$ cat src/shared/acq_pkg.sv
package acq_pkg;
    // Command byte field positions
    localparam int CHAN_LSB      = 0;
    localparam int CHAN_W        = 4;
    localparam int TOPOLOGY_POS  = 4;
    localparam int LGAIN_POS     = 5;
    localparam int STYLE_POS     = 6;
    localparam int FILTER_POS    = 7;
    localparam int SLOT_LSB      = 0;
    localparam int SLOT_W        = 4;
    localparam int GGAIN_LSB     = 6;
    localparam int ADC_W         = 12;
    localparam logic [3:0] SLOT_COUNT  = 4'ha;
    localparam logic [3:0] DIFF_CHANS  = 4'h8;
    // Timing: conversion period at 62.5 kHz sample rate
    localparam int CLK_MHZ       = 100;
    localparam int CONV_NS       = 16000;
    localparam int CONV_CYCLES   = CONV_NS * CLK_MHZ / 1000;
    localparam logic [10:0] CONV_LAST = 11'(CONV_CYCLES - 1);

    typedef enum logic [1:0] {GAIN_X1, GAIN_X2, GAIN_X5, GAIN_X10} global_gain_e;

    typedef struct packed {
        logic       filter_2k;
        logic       acquire_style_bit;
        logic       local_gain_x10;
        logic       input_topology_bit;
        logic [3:0] channel;
    } first_cmd_s;

    typedef struct packed {
        global_gain_e gain;
        logic         unused_range;
        logic         read_mode;
        logic [3:0]   slot;
    } second_cmd_s;
endpackage : acq_pkg

$ cat src/logic/acquisition_front_end_control.sv
`timescale 1ns/1ps
// What this block does
// RQ1 - Inputs: sixteen single-ended or eight differential
// RQ2 - Exactly one local channel, last selected
// RQ3 - Local gain stage precedes slot multiplexer
// RQ4 - One of ten chassis slots passed
// RQ5 - Global gain one, two, five or ten
// RQ6 - Cutoff select 100 kHz or 2 kHz
// RQ7 - Twelve-bit result delivered toward host
// RQ8 - Previous result held in latches
// RQ9 - Latches refresh only on conversion finish
// RQ10 - External gate honoured only in auto mode
// RQ11 - Strap picks internal or external trigger
// RQ12 - Internal trigger: back-to-back free conversions
// RQ13 - Gate low runs, gate high suspends
// RQ14 - Host polls end-of-conversion status
// RQ15 - Style bit: 0 regular, 1 auto
// RQ16 - Topology bit: 1 single-ended, 0 differential
// RQ17 - Auto entry starts 62.5 kHz conversions
// RQ18 - Status low on finish, read clears
// RQ19 - Gate input through two-stage synchronizer
module acquisition_front_end_control
    import acq_pkg::*;
(
    input  wire logic              i_sys_clk,
    input  wire logic              i_sys_rst,
    input  wire logic              i_first_cmd_wr,
    input  wire first_cmd_s        i_first_cmd,
    input  wire logic              i_second_cmd_wr,
    input  wire second_cmd_s       i_second_cmd,
    input  wire logic              i_start_wr,
    input  wire logic              i_data_rd,
    input  wire logic              i_trigger_source_strap,
    input  wire logic              i_ext_gate,
    input  wire logic              i_adc_done,
    input  wire logic [ADC_W-1:0]  i_adc_data,
    output logic                   o_single_ended,
    output logic [15:0]            o_local_select,
    output logic                   o_local_gain_x10,
    output logic [9:0]             o_slot_select,
    output global_gain_e           o_global_gain,
    output logic                   o_filter_2k,
    output logic                   o_auto_mode,
    output logic                   o_adc_start,
    output logic [15:0]            o_result,
    output logic                   o_eoc_n
);
    first_cmd_s  first_cmd;
    second_cmd_s second_cmd;
    logic        gate_meta;
    logic        gate_sync;
    logic        ext_sel;
    logic        busy;
    logic [10:0] pace;
    logic [ADC_W-1:0] result;
    logic        eoc;
    logic [10:0] since_start;
    logic        run_held;

    // One-hot decode used for both channel and slot muxes
    function automatic logic [15:0] onehot(input logic [3:0] idx);
        onehot = 16'h0001 << idx;
    endfunction : onehot

    // Command bytes; slot numbers ten and above are refused so the mux never goes dark
    always_ff @(posedge i_sys_clk) begin
        if (i_sys_rst) begin
            first_cmd  <= '0;
            second_cmd <= second_cmd_s'(8'h00);
        end else begin
            if (i_first_cmd_wr) begin
                first_cmd <= i_first_cmd; // RQ2 RQ15 RQ16
            end
            if (i_second_cmd_wr && i_second_cmd.slot < SLOT_COUNT) begin
                second_cmd <= i_second_cmd; // RQ4 RQ5
            end
        end
    end

    // Differential mode folds the channel number to the lower eight pairs
    wire logic [3:0] eff_chan = first_cmd.input_topology_bit ? first_cmd.channel
                               : {1'b0, first_cmd.channel[2:0]}; // RQ1
    wire logic [15:0] slot_hot = onehot(second_cmd.slot);
    assign o_single_ended   = first_cmd.input_topology_bit; // RQ16
    assign o_local_select   = onehot(eff_chan); // RQ2
    assign o_local_gain_x10 = first_cmd.local_gain_x10; // RQ3
    assign o_slot_select    = slot_hot[9:0]; // RQ4
    assign o_global_gain    = second_cmd.gain; // RQ5
    assign o_filter_2k      = first_cmd.filter_2k; // RQ6
    assign o_auto_mode      = first_cmd.acquire_style_bit; // RQ15

    // Gate is asynchronous; only the second stage is looked at
    always_ff @(posedge i_sys_clk) begin
        if (i_sys_rst) begin
            gate_meta <= 1'b1;
            gate_sync <= 1'b1;
        end else begin
            gate_meta <= i_ext_gate; // RQ19
            gate_sync <= gate_meta; // RQ19
        end
    end

    // Auto run permission: strap high means external gating
    assign ext_sel = i_trigger_source_strap; // RQ11
    wire logic auto_run = o_auto_mode && (!ext_sel || !gate_sync); // RQ10 RQ12 RQ13
    wire logic pace_due = (pace == CONV_LAST);
    // Regular mode starts on host command; gate plays no part there
    wire logic reg_start = !o_auto_mode && i_start_wr && !busy; // RQ10
    wire logic auto_start = auto_run && !busy && pace_due; // RQ17
    assign o_adc_start = reg_start || auto_start;

    // Pacing counter keeps auto starts at 16 us spacing
    always_ff @(posedge i_sys_clk) begin
        if (i_sys_rst || !auto_run) begin
            pace <= CONV_LAST; // RQ17
        end else if (pace_due) begin
            pace <= pace_due && !busy ? 11'h000 : pace;
        end else begin
            pace <= pace + 11'h001;
        end
    end

    // Busy flag tracks converter activity between start and done
    always_ff @(posedge i_sys_clk) begin
        if (i_sys_rst) begin
            busy <= 1'b0;
        end else if (o_adc_start) begin
            busy <= 1'b1;
        end else if (i_adc_done) begin
            busy <= 1'b0;
        end
    end

    // Result latch and status; a finish in the same cycle as a read wins
    always_ff @(posedge i_sys_clk) begin
        if (i_sys_rst) begin
            result <= '0;
            eoc    <= 1'b0;
        end else begin
            if (i_adc_done) begin
                result <= i_adc_data; // RQ8 RQ9
                eoc    <= 1'b1; // RQ18
            end else if (i_data_rd) begin
                eoc    <= 1'b0; // RQ18 RQ14
            end
        end
    end

    assign o_result = {result, 4'h0}; // RQ7
    assign o_eoc_n  = !eoc; // RQ18

    // Cycles since the most recent start, held at its top value; lets the
    // spacing checks measure long gaps without a long delay range
    always_ff @(posedge i_sys_clk) begin
        if (i_sys_rst || o_adc_start) begin
            since_start <= 11'h000;
        end else if (since_start != 11'h7ff) begin
            since_start <= since_start + 11'h001;
        end
    end

    // High only while the auto run has lasted since its previous start; a
    // suspension restarts the pacing, so spacing is not judged across one
    always_ff @(posedge i_sys_clk) begin
        if (i_sys_rst || !auto_run) begin
            run_held <= 1'b0;
        end else if (auto_start) begin
            run_held <= 1'b1;
        end
    end

    // Result, status, gating, pacing and selection checks
    chk_latch_hold: assert property (@(posedge i_sys_clk) disable iff (i_sys_rst) // RQ9
        !i_adc_done |=> $stable(result)) else $error("Result changed without finish");
    chk_eoc_set: assert property (@(posedge i_sys_clk) disable iff (i_sys_rst) // RQ18
        i_adc_done |=> !o_eoc_n) else $error("Status not low after finish");
    chk_eoc_clear: assert property (@(posedge i_sys_clk) disable iff (i_sys_rst) // RQ18
        i_data_rd && !i_adc_done |=> o_eoc_n) else $error("Read did not clear status");
    chk_gate_ignored: assert property (@(posedge i_sys_clk) disable iff (i_sys_rst) // RQ10
        !o_auto_mode |-> (o_adc_start == (i_start_wr && !busy)))
        else $error("Regular mode start wrong");
    chk_gate_suspend: assert property (@(posedge i_sys_clk) disable iff (i_sys_rst) // RQ13
        o_auto_mode && ext_sel && gate_sync |-> !o_adc_start)
        else $error("Start while gate high");
    chk_auto_pace: assert property (@(posedge i_sys_clk) disable iff (i_sys_rst) // RQ17
        auto_start |=> !o_adc_start [*8]) else $error("Auto starts too close");
    chk_sync_path: assert property (@(posedge i_sys_clk) disable iff (i_sys_rst) // RQ19
        !i_sys_rst ##1 !i_sys_rst |=> gate_sync == $past(i_ext_gate, 2))
        else $error("Gate sync depth wrong");
    chk_local_onehot: assert property (@(posedge i_sys_clk) disable iff (i_sys_rst) // RQ2
        $onehot(o_local_select)) else $error("Local select not one-hot");
    chk_slot_onehot: assert property (@(posedge i_sys_clk) disable iff (i_sys_rst) // RQ4
        $onehot(o_slot_select)) else $error("Slot select not one-hot");
    chk_diff_range: assert property (@(posedge i_sys_clk) disable iff (i_sys_rst) // RQ1
        !o_single_ended |-> o_local_select[15:8] == 8'h00) else $error("Diff chan above 7");
    chk_result_pad: assert property (@(posedge i_sys_clk) disable iff (i_sys_rst) // RQ7
        o_result[3:0] == 4'h0) else $error("Low nibble not zero");

    // Command, pacing and refusal checks
    chk_auto_spacing: assert property (@(posedge i_sys_clk) disable iff (i_sys_rst) // RQ17
        auto_start && run_held |-> since_start >= CONV_LAST)
        else $error("Auto starts closer than the pacing period");
    chk_start_refused: assert property (@(posedge i_sys_clk) disable iff (i_sys_rst) // RQ17
        busy |-> !o_adc_start)
        else $error("Start while converter busy");
    chk_style_apply: assert property (@(posedge i_sys_clk) disable iff (i_sys_rst) // RQ15
        i_first_cmd_wr |=> o_auto_mode == $past(i_first_cmd.acquire_style_bit))
        else $error("Style bit not applied");
    chk_slot_refuse: assert property (@(posedge i_sys_clk) disable iff (i_sys_rst) // RQ4
        i_second_cmd_wr && (i_second_cmd.slot >= SLOT_COUNT) |=> $stable(o_slot_select) && $stable(o_global_gain))
        else $error("Out-of-range slot byte taken");
    chk_strap_internal: assert property (@(posedge i_sys_clk) disable iff (i_sys_rst) // RQ12
        o_auto_mode && !ext_sel && !busy && pace_due |-> o_adc_start)
        else $error("Internal trigger missed a start");

    // Main scenarios worth seeing
    cov_regular: cover property (@(posedge i_sys_clk)
        !o_auto_mode && busy && i_adc_done && since_start < CONV_LAST);
    cov_auto_int: cover property (@(posedge i_sys_clk) auto_start && !ext_sel);
    cov_auto_ext: cover property (@(posedge i_sys_clk) auto_start && ext_sel);
    cov_set_clear: cover property (@(posedge i_sys_clk) i_adc_done && i_data_rd);
endmodule : acquisition_front_end_control

$ cat config.mk
export PLATFORM = sky130hd
export DESIGN_NAME = acquisition_front_end_control
export DESIGN_NICKNAME = d
export VERILOG_FILES = /design/src/shared/acq_pkg.sv /design/src/logic/acquisition_front_end_control.sv
export SDC_FILE = /design/constraint.sdc
export NUM_CORES = 1
export LEC_CHECK = 0
export ABC_AREA = 1
export BUFFER_PORTS_ARGS = -buffer_cell sky130_fd_sc_hd__buf_4
export CAP_MARGIN = 10
export CORE_ASPECT_RATIO = 0.7
export CORE_MARGIN = 4
export CORE_UTILIZATION = 50
export CTS_CLUSTER_DIAMETER = 50
export DETAILED_ROUTE_END_ITERATION = 16
export HOLD_SLACK_MARGIN = 0.1
export PLACE_DENSITY = 0.95
export SLEW_MARGIN = 20
export SYNTH_ARGS = -nofsm -noshare
export SYNTH_HDL_FRONTEND = slang
export SYNTH_SLANG_ARGS = --single-unit
$ cat constraint.sdc
create_clock -name i_sys_clk -period 3.75 [get_ports i_sys_clk]
set_input_delay 0.75 -clock i_sys_clk [delete_from_list [all_inputs] [get_ports i_sys_clk]]
set_output_delay 0.75 -clock i_sys_clk [all_outputs]
set_load 0.1 [all_outputs]
Word-level counts from Yosys, hierarchy flattened
Cells that the tools add are included.
{"block": "op_classes", "muxes": 7, "n_reduce_logical": 18, "order_cmp": 1, "eq_ne": 2, "add_sub_neg": 1, "shift": 2}
{"cell": "$mux W11", "n": 2}
{"cell": "$shl A1 B4 Y16 const A", "n": 1}
{"cell": "$add A11 B1 Y11 const B", "n": 1}
{"cell": "$eq A11 B11 Y1 const B", "n": 1}
{"cell": "$shl A1 B4 Y10 const A", "n": 1}
{"cell": "$logic_and A1 B1 Y1", "n": 7}
{"cell": "$logic_not A1 Y1", "n": 6}
{"cell": "$lt A4 B4 Y1 const B", "n": 1}
{"cell": "$mux W1", "n": 4}
{"cell": "$mux W4", "n": 1}
{"cell": "$reduce_bool A2 Y1", "n": 2}
{"cell": "$logic_or A1 B1 Y1", "n": 3}
{"cell": "$ne A2 B1 Y1 const B", "n": 1}
{"block": "word_totals", "ff_bits": 41, "input_bits": 37}

Logic depth before layout (Yosys ltp)
Gate-level depths: netlist of run 1.
{"block": "depth", "depth_word": 7, "mapped_depth": 8, "depth_no_buf": 8}

Worst setup path before layout of run 1
Ideal clock, no wire load.
{"block": "synth_path", "kind": "register to output", "start": "register first_cmd, in the netlist o_single_ended", "end": "output port o_local_select[10]", "path_slack_ps": 375, "arrival_ps": 2625, "required_time_ps": 3000, "stages_incl_launch_ff": 3, "n_path_buf": 0, "path_cell_list": "dfxtp_1 -> nand2_1 -> nor2_1"}
{"block": "synth_via", "elab_chain_cells": 2}
{"element": "start: declaration", "line": "acquisition_front_end_control.sv:48", "text": "first_cmd_s first_cmd;"}
{"element": "start signal: assignment", "line": "acquisition_front_end_control.sv:72", "text": "first_cmd <= i_first_cmd;"}
{"element": "$mux W4", "line": "acquisition_front_end_control.sv:81", "text": "wire logic [3:0] eff_chan = first_cmd.input_topology_bit ? first_cmd.channel"}
{"element": "$shl A1 B4 Y16", "line": "acquisition_front_end_control.sv:62", "text": "onehot = 16'h0001 << idx;"}
{"element": "end: declaration", "line": "acquisition_front_end_control.sv:38", "text": "output logic [15:0] o_local_select,"}
No other way between the ends.

Worst setup path after layout of run 1
{"block": "layout_path", "start": "register pace[0]", "end": "output port o_adc_start"}
{"block": "layout_via", "elab_chain_cells": 3}
{"element": "start: declaration", "line": "acquisition_front_end_control.sv:54", "text": "logic [10:0] pace;"}
{"element": "start signal: assignment", "line": "acquisition_front_end_control.sv:117", "text": "pace <= pace_due && !busy ? 11'h000 : pace;"}
{"element": "start signal: assignment", "line": "acquisition_front_end_control.sv:119", "text": "pace <= pace + 11'h001;"}
{"element": "$eq A11 B11 Y1", "line": "acquisition_front_end_control.sv:106", "text": "wire logic pace_due = (pace == CONV_LAST);"}
{"element": "$logic_and A1 B1 Y1", "line": "acquisition_front_end_control.sv:109", "text": "wire logic auto_start = auto_run && !busy && pace_due;"}
{"element": "$logic_or A1 B1 Y1", "line": "acquisition_front_end_control.sv:110", "text": "assign o_adc_start = reg_start || auto_start;"}
{"element": "end: declaration", "line": "acquisition_front_end_control.sv:44", "text": "output logic o_adc_start,"}
No other way between the ends.

==> results of run 1 <==
==> cell type report <==
class	instances	area (um2)	area share (%)
Clock buffer	7	86.3	3.35
Inverter	32	120	4.66
Multi-Input combinational cell	198	888	34.4
Sequential cell	41	821	31.8
Tap cell	50	62.6	2.43
Timing Repair Buffer	80	601	23.3
==> Yosys cell counts <==
cell and number:
nor3_1 2, buf_2 1, conb_1 1, nand4_1 4
buf_1 1, ha_1 1, clkbuf_1 3, nand2_2 2
xor2_1 1, a21oi_1 10, nand3_2 1, o21ai_2 1
nand3_1 19, nor3_4 1, nor2_2 2, o21bai_1 1
nor2_1 73, clkinv_1 1, dfxtp_1 41, xnor2_1 1
nand2_1 46, o21ai_0 26, or2_2 3, inv_1 30
buf_4 6, inv_2 1
==> state kept, by name, indices dropped and copies added (netlist names) <==
register,cells
first_cmd,4
busy,1
pace,11
gate_sync,1
eoc,1
o_auto_mode,1
o_global_gain,2
gate_meta,1
o_filter_2k,1
result,12
o_single_ended,1
o_local_gain_x10,1
second_cmd,4
==> worst max path at each step <==
| stage | startpoint | endpoint | slack (ns) | depth (start not counted) |
|---|---|---|---|---|
| floorplan | o_single_ended | o_local_select[10] | 0.38 | 2 |
| global placement | i_trigger_source_strap | o_adc_start | 1.46 | 7 |
| detailed placement | pace[0] | o_adc_start | 1.43 | 6 |
| CTS | pace[0] | o_adc_start | 1.10 | 6 |
| global route | pace[0] | o_adc_start | 0.97 | 6 |
| finish | pace[0] | o_adc_start | 1.09 | 6 |
==> metrics by stage <==
stage	hold slack, ns	setup WS (ns)
floorplan	0.389	0.375
global placement	0.392	1.46
detailed placement	0.402	1.43
CTS	0.419	1.10
global route	0.446	0.968
finish	0.412	1.09
==> placed cells by master, fill, tap and decap left out <==
cell type  netlist  layout
a21oi_1         10      10
buf_4            6      80
clkbuf_1         3       1
clkbuf_8         0       6
clkinv_1         1       1
conb_1           1       4
dfxtp_1         41      41
ha_1             1       1
inv_1           30      30
inv_2            1       1
nand2_1         46      46
nand2_2          2       2
nand3_1         19      19
nand3_2          1       1
nand4_1          4       4
nor2_1          73      73
nor2_2           2       2
nor3_1           2       2
nor3_4           1       1
o21ai_0         26      26
o21ai_2          1       1
o21bai_1         1       1
or2_2            3       3
xnor2_1          1       1
xor2_1           1       1
==> cells by family (layout without fill, tap and decap cells) <==
logic type / count (synthesis) / count (layout) / share of synthesized area [%]
xor+xnor: 2 / 2 / 0.930
fa+ha+maj: 1 / 1 / 0.664
buf+inv: 43 / 119 / 9.83
flops: 41 / 41 / 43.6
other cells: 1 / 4 / 0.199
simple gates: 153 / 153 / 34.4
compound gates: 38 / 38 / 10.4
==> report_power, final <==
part	internal (W)	switching [W]	total, W
clock	0.000146	0.000144	0.000290
sequential	0.000461	0.0000194	0.000481
combinational	0.0000907	0.000300	0.000391
==> routing by layer <==
layer	share of wire, %	wire length, um	vias to the layer above
met1	42	2120	883
met4	1.1	56	0
met3	11	545	6
li1	-	-	1022
met5	0	0	-
met2	46	2350	84
==> out/metrics.cfg, run 1 <==
[outcome]
status = finished, final reports clean

[sta]
setup_viol = 0
grt_setup_unrepaired = false
period_needed_ns = 2.66
slew_headroom_pct = 58.3
max_clock_freq_ghz = 0.376
hold_viol = 0
slew_viol_final = 0
tightest_slew_ns = 0.625
finClkSkew_ns = 0.00830
period_share_pct = 70.9
fin_setup_tns_ns = 0

[grt]
grtUsageMet2_pct = 38.1
overflow = 0
grt_pass1_vias = 1886
antenna_found_initial = 0
grt_most_used_layer = met2
grt_usage_pct = 22.3
use_met1_pct = 26.3
grt_util_met3_pct = 7.90
grt_pass1_wl_mm = 8.27
grt_max_degree = 27

[floorplan]
dieWidth_um = 81.4
boundaryPins = 87
die_area_um2 = 4830
die_h_um = 59.3
coreArea_um2 = 3580
rows = 18
start_util_pct = 52.6

[cells_and_area]
n_fill_cell = 281
nNetsFinal = 396
layout.cells.non_filler = 408
utilization_pct = 72.0
layout-drive-gt1-share_pct = 27.1
finish.instance_area_um2 = 2580
antenna_cells = 0
areaGrowthSynthToFinish_pct = 36.9

[setup_path]
critPathRequiredTime_ns = 3.00
path_delay_family = simple AND/OR/NAND/NOR gates
reg2reg_from = pace[0]
worst-r2r-cell-count = 6
path_max_fanout = 6
start_kind = flop
crit_type = flop to output port
critPathBufInv = 1
path_cells = ha_1 -> nand3_2 -> nor2_2 -> nand3_1 -> nand2_1 -> buf_4
rr_endpoint = pace[0]
rrSetupSlack_ns = 2.15
crit_slowest_cell = dfxtp_1
cp.arrival_ns = 1.91
end_kind = output port
worst_path_largest_cell_delay_ns = 0.44

[synthesis]
synth_seq_area_share_pct = 43.6
syn_area_um2 = 1880
syn_avg_cell_area_um2 = 6.75
synth-seq-cells = 41
syn_inst = 279
synthDistinctLibCells = 26
yosys.area.top_type = dfxtp_1
synth_warnings = 0
synth_top_cell_area_share_pct = 43.6
ys_top_cells_by_area = dfxtp_1 (44%), nor2_1 (15%), nand2_1 (9.2%)

[clock_network]
htree_num_levels = 2
hold_buffers = 0
cts_setup_buffers = 0
cts_buffers = 5
clk_pin_slew_worst_paths_ns = 0.08
cts_buffer_depth = 2
clock-sinks = 41
clock_latency_ns = 0.29
cts_root_buffer = clkbuf_8
cts_resized = 0
cts_tree = done

[pwr]
worst_ir_drop_vdd_mv = 0.345
power_density_nw_per_um2 = 450
p_total_w = 0.00116
power_leakage_nw = 1.36

[hold_path]
hp-start = gate_meta
min_path_type = flop to flop
hold_path_depth = 1
hold_end = gate_sync

[drt]
drt_iter0_drc = 136
antenna_left = 0
wl_per_cell_um = 12.4
num_vias = 1995
vias_per_cell = 4.89
remaining_drc_errors = 0
drt_pass1_iterations = 4
routed_wl_mm = 5.08

[placement]
gp_congestion = 0.850
hpwl_mm = 3.93
dp.cells = 401
placed_cell_area_um2 = 2490
portBuffers = 80

[run]
drv_cap = 0

(Power assumes the default switching activity.)
==> run 2, diff against run 1 <==
- CORE_UTILIZATION: 50 -> 42
- PLACE_DENSITY: 0.95 -> 0.87
- clock period: 3.75 -> 2.36 ns (I/O delays scaled with it)
==> out/metrics.cfg, run 2 (synthesized netlist as in run 1, its figures left out) <==
[sta]
period_share_pct = 93.0
max_clock_freq_ghz = 0.456
slew_headroom_pct = 58.7  ; was 58.3%
setup_viol = 0  ; unchanged
grt_setup_unrepaired = false  ; unchanged
holdWs_ns = 0.361  ; was 0.412 ns
finClkSkew_ns = 0.00253  ; was 0.00830 ns
slew_viol_final = 0  ; unchanged
period_needed_ns = 2.19
hold_viol = 0  ; unchanged
tightest_slew_ns = 0.619  ; was 0.625 ns

[hold_path]
hold_path_depth = 2  ; was 1
hold_end = gate_meta  ; was gate_sync
min_path_type = primary input to flop  ; was flop to flop
hp-start = i_ext_gate  ; was gate_meta

[floorplan]
rows = 20  ; was 18
coreArea_um2 = 4330  ; was 3580 um2
start_util_pct = 43.5  ; was 52.6%
dieWidth_um = 88.0  ; was 81.4 um
die_h_um = 64.0  ; was 59.3 um
die_area_um2 = 5640  ; was 4830 um2
boundaryPins = 87  ; unchanged

[grt]
use_met1_pct = 21.0  ; was 26.3%
antenna_found_initial = 0  ; unchanged
grt_pass1_vias = 1823  ; was 1,886
grt_max_degree = 27  ; unchanged
grt_usage_pct = 17.1  ; was 22.3%
grtUsageMet2_pct = 26.9  ; was 38.1%
overflow = 0  ; unchanged
grt_util_met3_pct = 7.09  ; was 7.90%
grt_most_used_layer = met2  ; unchanged
grt_pass1_wl_mm = 7.72  ; was 8.27 mm

[drt]
routed_wl_mm = 4.72  ; was 5.08 mm
wl_per_cell_um = 11.4  ; was 12.4 um
drt_pass1_iterations = 4  ; unchanged
num_vias = 1950  ; was 1,995
remaining_drc_errors = 0  ; unchanged
vias_per_cell = 4.71  ; was 4.89
drt_iter0_drc = 107  ; was 136
antenna_left = 0  ; unchanged

[setup_path]
reg2reg_from = pace[0]  ; unchanged
end_kind = output port  ; unchanged
critPathRequiredTime_ns = 1.89  ; was 3.00 ns
rrSetupSlack_ns = 0.98  ; was 2.15 ns
start_kind = flop  ; unchanged
cp.arrival_ns = 1.72  ; was 1.91 ns
rr_endpoint = pace[0]  ; unchanged
worst-r2r-cell-count = 6  ; unchanged
path_max_fanout = 9  ; was 6
crit_type = flop to output port  ; unchanged

[cells_and_area]
antenna_cells = 0  ; unchanged
largest_reg_flops = 12  ; unchanged
mostFrequentLayoutCells = buf_4 (79), nor2_1 (57), nand2_1 (45)  ; was buf_4 (80), nor2_1 (73), nand2_1 (46)
utilization_pct = 62.8  ; was 72.0%
final_common_cell = buf_4  ; unchanged
reg.largest.list = result x12, pace x11  ; unchanged
regMostFlops = result  ; unchanged
areaGrowthSynthToFinish_pct = 44.3  ; was 36.9%
nNetsFinal = 396  ; unchanged
layout-drive-gt1-share_pct = 33.7  ; was 27.1%
n_fill_cell = 389  ; was 281

[pwr]
power_density_nw_per_um2 = 724  ; was 450 nW/um2
switchingPower_w = 0.000740  ; was 0.000463 W
pwr-share-comb_pct = 31.9  ; was 33.6%
swShare_pct = 37.6  ; was 39.9%
power.share.sequential_pct = 38.9  ; was 41.4%
clockPowerShare_pct = 29.2  ; was 25.0%
worst_ir_drop_vdd_mv = 0.536  ; was 0.345 mV
power_leakage_nw = 1.38  ; was 1.36 nW
p_int_w = 0.00123  ; was 0.000698 W

[clock_network]
cts_buffer_depth = 2  ; unchanged
clock-sinks = 41  ; unchanged
cts_setup_buffers = 0  ; unchanged
cts_root_buffer = clkbuf_8  ; unchanged
clock_latency_ns = 0.29  ; about the same
cts_tree = done  ; unchanged
cts_buffers = 5  ; unchanged
htree_num_levels = 2  ; unchanged
clk_pin_slew_worst_paths_ns = 0.07  ; was 0.08 ns

[placement]
portBuffers = 80  ; unchanged
hpwl_mm = 3.76  ; was 3.93 mm
gp_congestion = 0.886  ; was 0.850

[run]
drv_cap = 0  ; unchanged

[outcome]
status = finished, final reports clean  ; unchanged

==> run 2: metrics by stage <==
stage	setup TNS, ns	power (W)	area [um2]	std cells	setup slack (ns)
after detailed placement	0	0.00141	2590	406	0.393
after CTS	0	0.00198	2710	414	0.0632
final	0	0.00197	2720	414	0.165
after global routing	0	0.00205	2720	414	0.0283
after floorplan	-0.801	0.00127	1990	282	-0.109
after global placement	0	0.00140	2590	406	0.399
==> run 2: timing repair <==
action,in CTS,in global routing
hold buffers,0,0
gates resized for setup,0,3
endpoints found under the setup margin,0,1
==> run 2: how the worst max path moves through the flow <==
stage              startpoint           endpoint  slack [ns]  cells past startpoint
2_1_floorplan  o_single_ended  o_local_select[1]       -0.11                      3
3_3_place_gp          pace[0]        o_adc_start        0.40                      6
3_5_place_dp          pace[0]        o_adc_start        0.39                      6
4_1_cts               pace[0]        o_adc_start        0.06                      6
5_1_grt        o_single_ended  o_local_select[1]        0.03                      4
6_report       o_single_ended  o_local_select[1]        0.17                      4
==> run 2: routing by layer <==
layer	up-vias	part of all wire (%)
met5	-	0
li1	1025	-
met1	847	43
met4	0	1.6
met3	9	10
met2	69	45
==> run 2: power by group through the flow <==
stage | logic, W | clock network [W] | registers (W)
floorplan | 0.000360 | 0 | 0.000909
global route | 0.000666 | 0.000613 | 0.000770
finish | 0.000628 | 0.000574 | 0.000764
global placement | 0.000621 | 0 | 0.000777
CTS | 0.000628 | 0.000587 | 0.000764
detailed placement | 0.000627 | 0 | 0.000780
==> run 2: critical path: stages, from the launching register on <==
cell,delay (ns)
dfxtp_2,0.34
nand2_2,0.32
inv_1,0.30
nor2_2,0.17
buf_4,0.30
==> run 2: layout make-up <==
| cell class | count | area (um2) | share of cell area, % |
|---|---|---|---|
| multi-input combinational | 198 | 983 | 36.2 |
| sequential | 41 | 825 | 30.3 |
| timing repair buffer | 80 | 604 | 22.2 |
| inverter | 32 | 120 | 4.42 |
| clock buffer | 7 | 86.3 | 3.18 |
| tap | 55 | 68.8 | 2.53 |
| clock inverter | 1 | 30.0 | 1.10 |
==> run 3, diff against run 2 <==
- REMOVE_ABC_BUFFERS: unset -> 1
==> out/metrics.cfg, run 3 (synthesized netlist as in run 1, its figures left out) <==
[cells_and_area]
reg.largest.list = result x12, pace x11  ; unchanged
n_fill_cell = 395  ; was 389
final_common_cell = buf_4  ; unchanged
largest_reg_flops = 12  ; unchanged
layout-drive-gt1-share_pct = 28.1  ; was 33.7%
mostFrequentLayoutCells = buf_4 (79), nor2_1 (73), nand2_1 (46)  ; was buf_4 (79), nor2_1 (57), nand2_1 (45)
layout.cells.non_filler = 414  ; unchanged
areaGrowthSynthToFinish_pct = 38.7  ; was 44.3%
regMostFlops = result  ; unchanged
antenna_cells = 0  ; unchanged
nNetsFinal = 396  ; unchanged

[placement]
dp.cells = 406  ; unchanged
pre_cts_ws_ns = 0.344  ; was 0.393 ns
gp_congestion = 0.874  ; was 0.886
portBuffers = 80  ; unchanged
hpwl_mm = 3.85  ; was 3.76 mm

[floorplan]
start_util_pct = 43.5  ; unchanged
die_h_um = 64.0  ; unchanged
rows = 20  ; unchanged
die_area_um2 = 5640  ; unchanged
coreArea_um2 = 4330  ; unchanged
boundaryPins = 87  ; unchanged
dieWidth_um = 88.0  ; unchanged

[hold_path]
hp-start = i_ext_gate  ; unchanged
min_path_type = primary input to flop  ; unchanged
hold_path_depth = 2  ; unchanged
hold_end = gate_meta  ; unchanged

[sta]
period_share_pct = 93.2  ; was 93.0%
setup_viol = 0  ; unchanged
max_clock_freq_ghz = 0.455  ; was 0.456 GHz
layout_setup_ws_ns = 0.160  ; was 0.165 ns
finClkSkew_ns = 0.00895  ; was 0.00253 ns
slew_headroom_pct = 57.5  ; was 58.7%
tightest_slew_ns = 0.637  ; was 0.619 ns
fin_setup_tns_ns = 0  ; unchanged
grt_setup_unrepaired = false  ; unchanged
slew_viol_final = 0  ; unchanged
hold_viol = 0  ; unchanged
period_needed_ns = 2.20  ; was 2.19 ns

[pwr]
power_leakage_nw = 1.37  ; was 1.38 nW
switchingPower_w = 0.000753  ; was 0.000740 W
p_int_w = 0.00115  ; was 0.00123 W
worst_ir_drop_vdd_mv = 0.433  ; was 0.536 mV
pwr-share-comb_pct = 32.6  ; was 31.9%
clockPowerShare_pct = 27.3  ; was 29.2%
power.share.sequential_pct = 40.1  ; was 38.9%
swShare_pct = 39.6  ; was 37.6%
power_density_nw_per_um2 = 728  ; was 724 nW/um2

[clock_network]
cts_root_buffer = clkbuf_8  ; unchanged
clk_pin_slew_worst_paths_ns = 0.08  ; was 0.07 ns
cts_buffers = 5  ; unchanged
clock-sinks = 41  ; unchanged
cts_tree = done  ; unchanged
cts_buffer_depth = 2  ; unchanged
cts_setup_buffers = 0  ; unchanged
htree_num_levels = 2  ; unchanged
clock_latency_ns = 0.30  ; was 0.29 ns

[grt]
grt_pass1_vias = 1820  ; was 1,823
overflow = 0  ; unchanged
grt_usage_pct = 17.8  ; was 17.1%
antenna_found_initial = 0  ; unchanged
grt_max_degree = 27  ; unchanged
grt_pass1_wl_mm = 7.85  ; was 7.72 mm

[setup_path]
start_kind = flop  ; unchanged
critPathRequiredTime_ns = 1.89  ; about the same
reg2reg_from = pace[0]  ; unchanged
end_kind = output port  ; unchanged
rrSetupSlack_ns = 0.90  ; was 0.98 ns
crit_type = flop to output port  ; unchanged
worst-r2r-cell-count = 6  ; unchanged
rr_endpoint = pace[1]  ; was pace[0]
cp.arrival_ns = 1.73  ; was 1.72 ns
path_max_fanout = 6  ; was 9

[drt]
antenna_left = 0  ; unchanged
remaining_drc_errors = 0  ; unchanged
num_vias = 1993  ; was 1,950
routed_wl_mm = 4.93  ; was 4.72 mm
drt_iter0_drc = 100  ; was 107
vias_per_cell = 4.81  ; was 4.71
wl_per_cell_um = 11.9  ; was 11.4 um
drt_pass1_iterations = 4  ; unchanged

[outcome]
status = finished, final reports clean  ; unchanged

[run]
drv_cap = 0  ; unchanged

-- run 3: changes by cell type in the layout (fill, tap and decap cells not counted), moves of 2 or more --
cell,previous run,this run
nor2_1,57,73
nor2_2,10,2
nor2_4,8,0
dfxtp_1,38,40
dfxtp_2,3,1
nor3_1,0,2
nor3_2,2,0
-- run 3: worst max path at each step --
stage | end | slack, ns | startpoint | cells after the start
CTS | o_adc_start | 0.04 | pace[0] | 6
detailed placement | o_adc_start | 0.34 | pace[0] | 6
floorplan | o_local_select[10] | -0.74 | o_single_ended | 2
global placement | o_adc_start | 0.40 | pace[0] | 6
finish | o_adc_start | 0.16 | pace[0] | 6
global route | o_adc_start | 0.04 | pace[1] | 6
-- run 3: critical path, stage by stage (launching register included) --
cell and delay, ns:
dfxtp_2 0.39, ha_2 0.25, nand3_2 0.11, nor2_2 0.19, nand3_1 0.13, nand2_1 0.11
buf_6 0.23
-- run 3: per-layer routing --
metal  GRT usage [%]  up-vias  wire, um
met4            7.17        0        70
met1            22.0      895      2130
li1                -     1025         -
met2            27.4       65      2240
met5               0        -         0
met3            7.22        8       487
-- run 3: per-stage QoR --
step                utilization, %  power (W)  hold slack (ns)  area, um2
finish                        60.3    0.00190            0.352       2610
global placement              57.7    0.00138            0.391       2500
detailed placement            57.7    0.00140            0.398       2500
floorplan                        -    0.00124            0.389       1830
CTS                           60.2    0.00191            0.338       2610
global route                  60.3    0.00198            0.340       2610
-- run 3: repair_timing --
action,in CTS,in global routing
hold buffers,0,0
gates cloned,0,0
resized for setup,1,2
endpoints found under the setup margin,1,1
-- run 3: power by group through the flow --
stage	registers, W	clock network [W]	logic [W]
after floorplan	0.000926	0	0.000316
after global placement	0.000775	0	0.000609
after detailed placement	0.000778	0	0.000618
after CTS	0.000762	0.000532	0.000621
after global routing	0.000769	0.000555	0.000657
final	0.000763	0.000518	0.000620
-- run 3: layout make-up --
cell class                      instances  area [um2]  area share (%)
Multi-Input combinational cell        198         891            34.1
Tap cell                               55        68.8            2.64
Clock buffer                            7        96.3            3.69
Timing Repair Buffer                   80         604            23.1
Clock inverter                          1        8.76           0.335
Inverter                               32         120            4.60
Sequential cell                        41         822            31.5
